==> src/hdl/afsr_pkg.sv <==
// afsr_pkg: constants and carrier types for the restart/ready control
// assumes a single 50 MHz clock; all rates derived from it by enables
package afsr_pkg;

    localparam int CLK_HZ           = 50_000_000;
    // master clock period in ns
    localparam int CLK_PERIOD_NS    = 20;
    // default output-rate divider (cycles per output word)
    localparam int OUT_DIV_DEF      = 1000;
    // settling length in output-rate periods
    localparam int SETTLE_PERIODS   = 3;
    // high pulse on update with unread word, in master clock periods
    localparam int READY_PULSE_CYC  = 500;
    localparam int PULSE_W          = 10;
    localparam int DIV_W            = 16;
    localparam int SETTLE_W         = 2;
    localparam logic [PULSE_W-1:0] PULSE_RST = 10'h000;
    localparam logic [DIV_W-1:0]   DIV_RST   = 16'h0000;
    localparam logic [SETTLE_W-1:0] SETTLE_RST = 2'h0;

    typedef enum logic [1:0] {
        AFSR_HOLD   = 2'b00,
        AFSR_SETTLE = 2'b01,
        AFSR_RUN    = 2'b11
    } afsr_state_e;

    // host-side control inputs, on the same clock
    typedef struct packed {
        logic restart_bit;
        logic data_read;
    } afsr_ctrl_s;

    // filter-side control outputs
    typedef struct packed {
        logic filter_clear;
        logic word_load;
        logic sample_en;
    } afsr_filt_s;

endpackage

==> src/hdl/afsr_sync.sv <==
// afsr_sync: two-flop synchroniser for one asynchronous level
// assumes the input may change at any time relative to clk
module afsr_sync (
    input  wire logic clk,
    input  wire logic rst,
    input  wire logic rst_val,
    input  wire logic din,
    output logic      dout
);
    logic meta_r;
    always_ff @(posedge clk or posedge rst) begin
        if (rst) begin
            meta_r <= 1'b1;
            dout   <= 1'b1;
        end else begin
            meta_r <= din;
            dout   <= meta_r;
        end
    end
    // rst_val kept for width symmetry; pins idle high
    logic unused_rst_val;
    assign unused_rst_val = rst_val;
endmodule

==> src/hdl/afsr_rate.sv <==
// afsr_rate: output-rate enable divider derived from the master clock
// assumes clr holds the count at zero while the filter is held
module afsr_rate #(
    parameter int DIV = 1000
) (
    input  wire logic clk,
    input  wire logic rst,
    input  wire logic clr,
    output logic      tick
);
    import afsr_pkg::*;
    logic [DIV_W-1:0] cnt_r;
    always_ff @(posedge clk or posedge rst) begin
        if (rst) begin
            cnt_r <= DIV_RST;
        end else if (clr) begin
            cnt_r <= DIV_RST;
        end else if (cnt_r == DIV_W'(DIV - 1)) begin
            cnt_r <= DIV_RST;
        end else begin
            cnt_r <= cnt_r + 1'b1;
        end
    end
    assign tick = !clr && (cnt_r == DIV_W'(DIV - 1));
endmodule

==> src/hdl/afsr_ctrl.sv <==
// afsr_ctrl: filter restart, reset and result-ready control
// assumes pins come from outside; restart bit and read strobe are
// produced on CLK by the serial port logic
module afsr_ctrl #(
    parameter int OUT_DIV = afsr_pkg::OUT_DIV_DEF
) (
    // clock and reset
    input  wire logic              CLK,
    input  wire logic              RESET,
    // pins
    input  wire logic              RESTART_PIN_N,
    input  wire logic              RESET_PIN_N,
    // host-side controls on CLK
    input  wire afsr_pkg::afsr_ctrl_s CTRL,
    // status toward host
    output logic                   RESULT_READY_N,
    output logic                   ACCESS_EN,
    output logic                   MCLK_OUT,
    // filter and modulator control
    output afsr_pkg::afsr_filt_s   FILT
);
    import afsr_pkg::*;

    typedef struct packed {
        afsr_state_e          state;
        logic [SETTLE_W-1:0]  settle;
        logic [PULSE_W-1:0]   pulse;
        logic                 unread;
        logic                 ready_n;
        logic                 pin_d;
        logic                 clear;
        logic                 load;
    } afsr_st_s;

    afsr_st_s st_r;
    afsr_st_s st_nxt;
    logic     restart_s;
    logic     reset_s;
    logic     hold;
    logic     tick;

    afsr_sync u_sync_restart (
        .clk     (CLK),
        .rst     (RESET),
        .rst_val (1'b1),
        .din     (RESTART_PIN_N),
        .dout    (restart_s)
    );
    afsr_sync u_sync_reset (
        .clk     (CLK),
        .rst     (RESET),
        .rst_val (1'b1),
        .din     (RESET_PIN_N),
        .dout    (reset_s)
    );

    // hold while pin low or bit high
    assign hold = !restart_s || CTRL.restart_bit;

    // output rate derived from clk; cleared while held
    afsr_rate #(
        .DIV (OUT_DIV)
    ) u_rate (
        .clk  (CLK),
        .rst  (RESET),
        .clr  (hold || !reset_s),
        .tick (tick)
    );

    always_comb begin
        st_nxt       = st_r;
        st_nxt.pin_d = restart_s;
        st_nxt.clear = 1'b0;
        st_nxt.load  = 1'b0;
        if (!reset_s) begin
            st_nxt         = '0;
            st_nxt.state   = AFSR_SETTLE;
            st_nxt.settle  = SETTLE_RST;
            st_nxt.pulse   = PULSE_RST;
            st_nxt.ready_n = 1'b1;
            st_nxt.pin_d   = restart_s;
            st_nxt.clear   = 1'b1;
        end else begin
            if (CTRL.data_read) begin
                st_nxt.ready_n = 1'b1;
                st_nxt.unread  = 1'b0;
                st_nxt.pulse   = PULSE_RST;
            end
            case (st_r.state)
                AFSR_HOLD: begin
                    // release resumes on next edge; clear drops at once
                    // so sampling restarts on the edge that sees release
                    if (!hold) begin
                        st_nxt.state  = AFSR_SETTLE;
                        st_nxt.settle = SETTLE_RST;
                    end
                end
                AFSR_SETTLE: begin
                    if (tick) begin
                        if (st_r.settle == SETTLE_W'(SETTLE_PERIODS - 1))
                        begin
                            st_nxt.state = AFSR_RUN;
                            st_nxt.load  = 1'b1;
                        end else begin
                            st_nxt.settle = st_r.settle + 1'b1;
                        end
                    end
                end
                AFSR_RUN: begin
                    if (tick) begin
                        st_nxt.load = 1'b1;
                    end
                end
                default: begin
                    st_nxt.state = AFSR_HOLD;
                end
            endcase
            // word load ends a conversion with ready falling, or with a high pulse if ready is already low on an unread word
            if (st_nxt.load) begin
                st_nxt.unread = 1'b1;
                if (st_r.unread && !st_r.ready_n && !CTRL.data_read)
                begin
                    st_nxt.ready_n = 1'b1;
                    st_nxt.pulse   = PULSE_W'(READY_PULSE_CYC);
                end else begin
                    st_nxt.ready_n = 1'b0;
                end
            end else if (st_r.pulse != PULSE_RST && !CTRL.data_read) begin
                // a read cancels a running pulse, ready stays high
                st_nxt.pulse = st_r.pulse - 1'b1;
                if (st_r.pulse == PULSE_W'(1)) begin
                    st_nxt.ready_n = 1'b0;
                end
            end
            // entry on pin fall or bit set; a running pulse ends with ready high
            // an unread word keeps ready low across restart
            if (hold) begin
                st_nxt.state  = AFSR_HOLD;
                st_nxt.settle = SETTLE_RST;
                st_nxt.load   = 1'b0;
                st_nxt.clear  = 1'b1;
                if (st_r.pulse != PULSE_RST) begin
                    st_nxt.pulse   = PULSE_RST;
                    st_nxt.ready_n = 1'b1;
                end
            end
        end
    end

    always_ff @(posedge CLK or posedge RESET) begin
        if (RESET) begin
            st_r         <= '0;
            st_r.state   <= AFSR_SETTLE;
            st_r.ready_n <= 1'b1;
            st_r.pin_d   <= 1'b1;
            st_r.clear   <= 1'b1;
        end else begin
            st_r <= st_nxt;
        end
    end

    assign RESULT_READY_N   = st_r.ready_n;
    assign ACCESS_EN        = reset_s;
    // master clock passed out, independent of reset
    assign MCLK_OUT         = CLK;
    assign FILT.filter_clear = st_r.clear;
    assign FILT.word_load    = st_r.load;
    assign FILT.sample_en    = !st_r.clear;
endmodule

==> config.mk <==
export PLATFORM = sky130hd
export DESIGN_NAME = afsr_ctrl
export DESIGN_NICKNAME = d
export VERILOG_FILES = /design/src/hdl/afsr_pkg.sv /design/src/hdl/afsr_sync.sv /design/src/hdl/afsr_rate.sv /design/src/hdl/afsr_ctrl.sv
export SDC_FILE = /design/constraint.sdc
export NUM_CORES = 1
export LEC_CHECK = 0
export BUFFER_PORTS_ARGS = -buffer_cell sky130_fd_sc_hd__clkbuf_2
export CAP_MARGIN = 20
export CORE_MARGIN = 2
export CORE_UTILIZATION = 47
export DETAILED_ROUTE_END_ITERATION = 16
export SETUP_SLACK_MARGIN = 0.4
export SYNTH_ARGS = -nofsm -noshare
export SYNTH_HDL_FRONTEND = slang
export SYNTH_SLANG_ARGS = --single-unit
==> constraint.sdc <==
create_clock -name CLK -period 2.7 [get_ports CLK]
set_input_delay 0.27 -clock CLK [delete_from_list [all_inputs] [get_ports CLK]]
set_output_delay 0.27 -clock CLK [all_outputs]
set_load 0.02 [all_outputs]
# Word-level counts from Yosys, hierarchy flattened
# Cells that the tools add are included.
[totals] inputBits=6 word_cells=70 register_bits=38
[op_classes] addsub=3 muxes=28 reduce_logical=16 eq_ne=11
[ops] op="two-way mux 16 bit" n=3
[ops] op="two-way mux 10 bit" n=4
[ops] op="adder 16 x 1 -> 16 bit (second input constant)" n=1
[ops] op="== test 16 x 10 -> 1 bit (second input constant)" n=1
[ops] op="!= test 4 bit (second input constant)" n=4
[ops] op="two-way mux 14 bit" n=1
[ops] op="two-way mux 12 bit" n=1
[ops] op="two-way mux 1 bit" n=11
[ops] op="== test 10 x 1 -> 1 bit (second input constant)" n=1
[ops] op="nonzero test 10 bit" n=1
[ops] op="subtractor 10 x 1 -> 10 bit (second input constant)" n=1
[ops] op="two-way mux 2 bit" n=4
[ops] op="logical NOT 1 bit" n=6
[ops] op="!= test 3 bit (second input constant)" n=2
[ops] op="case mux 2 bit (3 select lines)" n=1
[ops] op="AND reduction 3 bit" n=2
[ops] op="== test 2 bit (second input constant)" n=2
[ops] op="logical AND 1 bit" n=4
[ops] op="two-way mux 4 bit" n=1
[ops] op="case mux 2 bit (2 select lines)" n=1
[ops] op="adder 2 x 1 -> 2 bit (second input constant)" n=1
[ops] op="== test 2 x 1 -> 1 bit (second input constant)" n=1
[ops] op="logical NOT 2 bit" n=1
[ops] op="logical OR 1 bit" n=2
[ops] op="case mux 1 bit (2 select lines)" n=1

# Depth between registers and ports, before layout
[depth] depth_word=12 ltp_mapped=8 ltp_nobuf=7

# Hierarchy
# Synthesis repeated with hierarchy kept, for this count alone.
[hier_totals] cells_unflattened=204 hier_area_um2=2035.7
[by_module_without_submodules] module="afsr_ctrl" area_each_um2=1086.0 cells_each=115 n_inst=1
[by_module_without_submodules] module="afsr_rate" area_each_um2=837.1 cells_each=83 n_inst=1
[by_module_without_submodules] module="afsr_sync" area_each_um2=56.3 cells_each=3 n_inst=2

==> flow_metrics.env <==
export IMPL_fmaxAchievable_mhz=456
export IMPL_post_route_period_util_pct=81.2
export IMPL_p_clk_share_pct=45.4
export IMPL_worst_slew_pin_slew_ns=0.586
export IMPL_worstPathMaxFanout=8
export IMPL_status="completed"
export IMPL_ctsHtreeMaxLevel=2
export IMPL_synth_area_leaders="dfrtp_1, dfstp_2, nor2_1"
export IMPL_synth_mux_area_share_pct=3.64
export IMPL_synth_compound_area_share_pct=9.76
export IMPL_ir_worst_vdd_v=0.000296
export IMPL_period_minus_slack_ns=2.19
export IMPL_synth_nets=211
export IMPL_seq_power_share_pct=51.4
export IMPL_die_height_microns=68.6
export IMPL_max_cap_violations=0
export IMPL_critical_path_class="reg2reg"
export IMPL_synthDominantCellAreaShare_pct=39.6
export IMPL_p_int_uw=874
export IMPL_grt_pass1_vias=1424
export IMPL_antenna_found_initial=0
export IMPL_fin_tns_setup_ns=0
export IMPL_setup_violations=0
export IMPL_max_clock_path_buffers=2
export IMPL_cp_end_kind="flip-flop"
export IMPL_final_nets=227
export IMPL_grt_ovfl_total=0
export IMPL_drt_wl_total_microns=3670
export IMPL_yosysWarnings=0
export IMPL_yosys_area_top_type="dfrtp_1"
export IMPL_synth_simple_gate_area_share_pct=22.6
export IMPL_drive_gt1_share_pct=18.9
export IMPL_dp_slack_ns=0.296
export IMPL_synth_top_family_by_area="simple AND/OR/NAND/NOR gates"
export IMPL_final_util_pct=54.7
export IMPL_clockRootBuffer="clkbuf_8"
export IMPL_firstDrtPassIters=4
export IMPL_ys_types=40
export IMPL_place_congestion=0.814
export IMPL_drt_wirelength_per_cell_microns=13.7
export IMPL_swShare_pct=22.9
export IMPL_clk_pin_slew_worst_paths_ns=0.08
export IMPL_clock_latency_ns=0.29
export IMPL_core_area_sq_um=4000
export IMPL_regArea_sq_um=960
export IMPL_antenna_left=0
export IMPL_relSlewSlack_pct=60.9
export IMPL_diodes=0
export IMPL_grt_usage_pct=17.7
export IMPL_power_mw=1.13
export IMPL_grt_start_max_net_pins=24
export IMPL_vias=1444
export IMPL_start_util_pct=49.0
export IMPL_netlist_instances=200
export IMPL_vias_per_cell=5.41
export IMPL_synth_xor_area_share_pct=6.70
export IMPL_syn_area_per_cell_sq_um=9.80
export IMPL_p_sw_uw=260
export IMPL_setup_ws_ns=0.507
export IMPL_cp_arrival_ns=2.42
export IMPL_io_pins=12
export IMPL_die_area_sq_um=4700
export IMPL_start_kind="flip-flop"
export IMPL_synthAdderAreaFrac_pct=3.19
export IMPL_fill_cells=359
export IMPL_hold_viol=0
export IMPL_fin_worst_skew_ns=0.00929
export IMPL_io_buffers=11
export IMPL_ys_seq_area_share_pct=48.9
export IMPL_worstHoldPathType="in2async"
export IMPL_ys_ff_latch=38
export IMPL_leakage_nw=0.978
export IMPL_rows=23
export IMPL_die_x_microns=68.6
export IMPL_critical_path_required_ns=2.92
export IMPL_drc_errors=0
export IMPL_rsz0062_at_grt="false"
export IMPL_cts_tree="done"
export IMPL_grt_pass1_wl_microns=6200
export IMPL_power_density_nw_per_um2=518
export IMPL_multi_input_comb_area_sq_um=910
export IMPL_power_frac_comb_pct=3.2
export IMPL_syn_to_final_growth_pct=11.7
export IMPL_synth_area_sq_um=1960
export IMPL_cts_made_buffers=5
export IMPL_drt_iter0_drc=119
export IMPL_dp_final_hpwl_microns=2640
export IMPL_drv_slew=0
-- power by group through the flow --
stage               Combinational [mW]  Clock, mW  Sequential, mW
finish                          0.0363      0.515           0.582
global placement                0.0367     0.0344           0.593
CTS                             0.0378      0.532           0.582
floorplan                       0.0236     0.0433           0.593
detailed placement              0.0377     0.0344           0.593
global route                    0.0420      0.559           0.583
-- placed cells by master (no fill, tap or decap), drive strengths merged, types with 5 or more instances in the layout --
| cell | count |
|---|---|
| o21ai | 10 |
| nand3 | 13 |
| nor2 | 29 |
| mux2i | 6 |
| dfstp | 7 |
| a21oi | 11 |
| inv | 12 |
| xnor2 | 10 |
| dfrtp | 31 |
| xor2 | 5 |
| clkbuf | 16 |
| ha | 5 |
| nand2 | 12 |
| buf | 6 |
| nor3 | 5 |
-- metal layers --
metal | track usage [%] | routed length (microns) | vias up
met1 | 22.8 | 1710 | 690
met2 | 28.5 | 1770 | 37
li1 | - | - | 715
met5 | 0 | 0 | -
met4 | 6.75 | 25 | 0
met3 | 4.55 | 166 | 2
-- synthesized netlist by cell type --
| library cell | instances |
|---|---|
| and3b_1 | 1 |
| nor2_1 | 29 |
| inv_1 | 12 |
| mux2i_1 | 6 |
| o31a_1 | 1 |
| or2b_2 | 1 |
| and4_1 | 1 |
| a41oi_1 | 1 |
| buf_6 | 2 |
| o211ai_1 | 1 |
| a21oi_1 | 10 |
| mux2_2 | 1 |
| and2b_1 | 1 |
| nor4b_1 | 1 |
| buf_4 | 3 |
| a211oi_2 | 1 |
| a211oi_1 | 3 |
| nand3b_1 | 3 |
| a2111o_1 | 2 |
| and3_1 | 2 |
| dfstp_2 | 7 |
| nor3_1 | 5 |
| or2_0 | 1 |
| or2_2 | 2 |
| o21ai_1 | 1 |
| xnor2_1 | 10 |
| or3_1 | 4 |
| nor4_4 | 1 |
| nor3b_1 | 3 |
| nand2b_1 | 2 |
| nand2_1 | 12 |
| dfrtp_1 | 31 |
| xor2_1 | 5 |
| o21ai_0 | 9 |
| ha_1 | 5 |
| or4_1 | 2 |
| nand3_1 | 13 |
| a21oi_2 | 1 |
| nand4_1 | 1 |
| clkbuf_1 | 3 |
-- cells by family after synthesis --
group / count (synthesis)
AND/OR/NAND/NOR: 85
XOR/XNOR: 15
multiplexers: 7
buffers and inverters: 20
flip-flops: 38
adder cells (fa/ha/maj): 5
AO/OA/AOI/OAI: 30
-- area by class of cell --
class	instances	share of cell area (%)
well taps	50	2.86
multi-input cells	142	41.5
clock buffers	6	3.37
flip-flops and latches	38	43.8
inverters	12	2.06
clock inverters	3	2.00
repair buffers	16	4.34
-- flip-flops by register name (all words and copies together), names as in the netlist --
register,cells
RESULT_READY_N,1
st_r,15
u_sync_reset.meta_r,1
u_sync_reset.dout,1
u_rate.cnt_r,16
u_sync_restart.meta_r,1
u_sync_restart.dout,1
FILT,2
-- stage by stage --
step	instance area [sq um]	std cells	hold WS [ns]
2_1_floorplan	1960	200	0.274
3_3_place_gp	2050	257	0.331
3_5_place_dp	2050	257	0.349
4_1_cts	2180	267	0.0286
5_1_grt	2190	267	0.0361
6_report	2190	267	0.00770
-- critical path, stage by stage, from the launching register on --
cell,delay (ns)
dfrtp_1,0.44
or4_4,0.57
nor4_4,0.28
buf_4,0.20
and2b_1,0.18
mux2_2,0.34
a21oi_1,0.12
-- worst paths after layout --
check,endpoint,depth (start not counted),startpoint,slack (ns)
min in group CLK,u_sync_reset.meta_r,1,RESET_PIN_N,0.06
hold reg to reg,u_sync_restart.dout,0,u_sync_restart.meta_r,0.36
max in group asynchronous,u_sync_reset.meta_r,3,RESET,1.93
setup reg to reg,st_r[15],6,u_rate.cnt_r[4],0.51
hold / removal,st_r[15],2,RESET,0.008
setup / recovery,st_r[15],6,u_rate.cnt_r[4],0.51
-- what timing repair did --
| item | in CTS | in global routing |
|---|---|---|
| hold buffers | 0 | 0 |
| resized for setup | 0 | 2 |
| pin swaps | 1 | 0 |
| endpoints found under the hold margin | 0 | 0 |
| buffers inserted | 2 | 0 |
| endpoints found under the setup margin | 8 | 11 |
(Power assumes the default switching activity.)
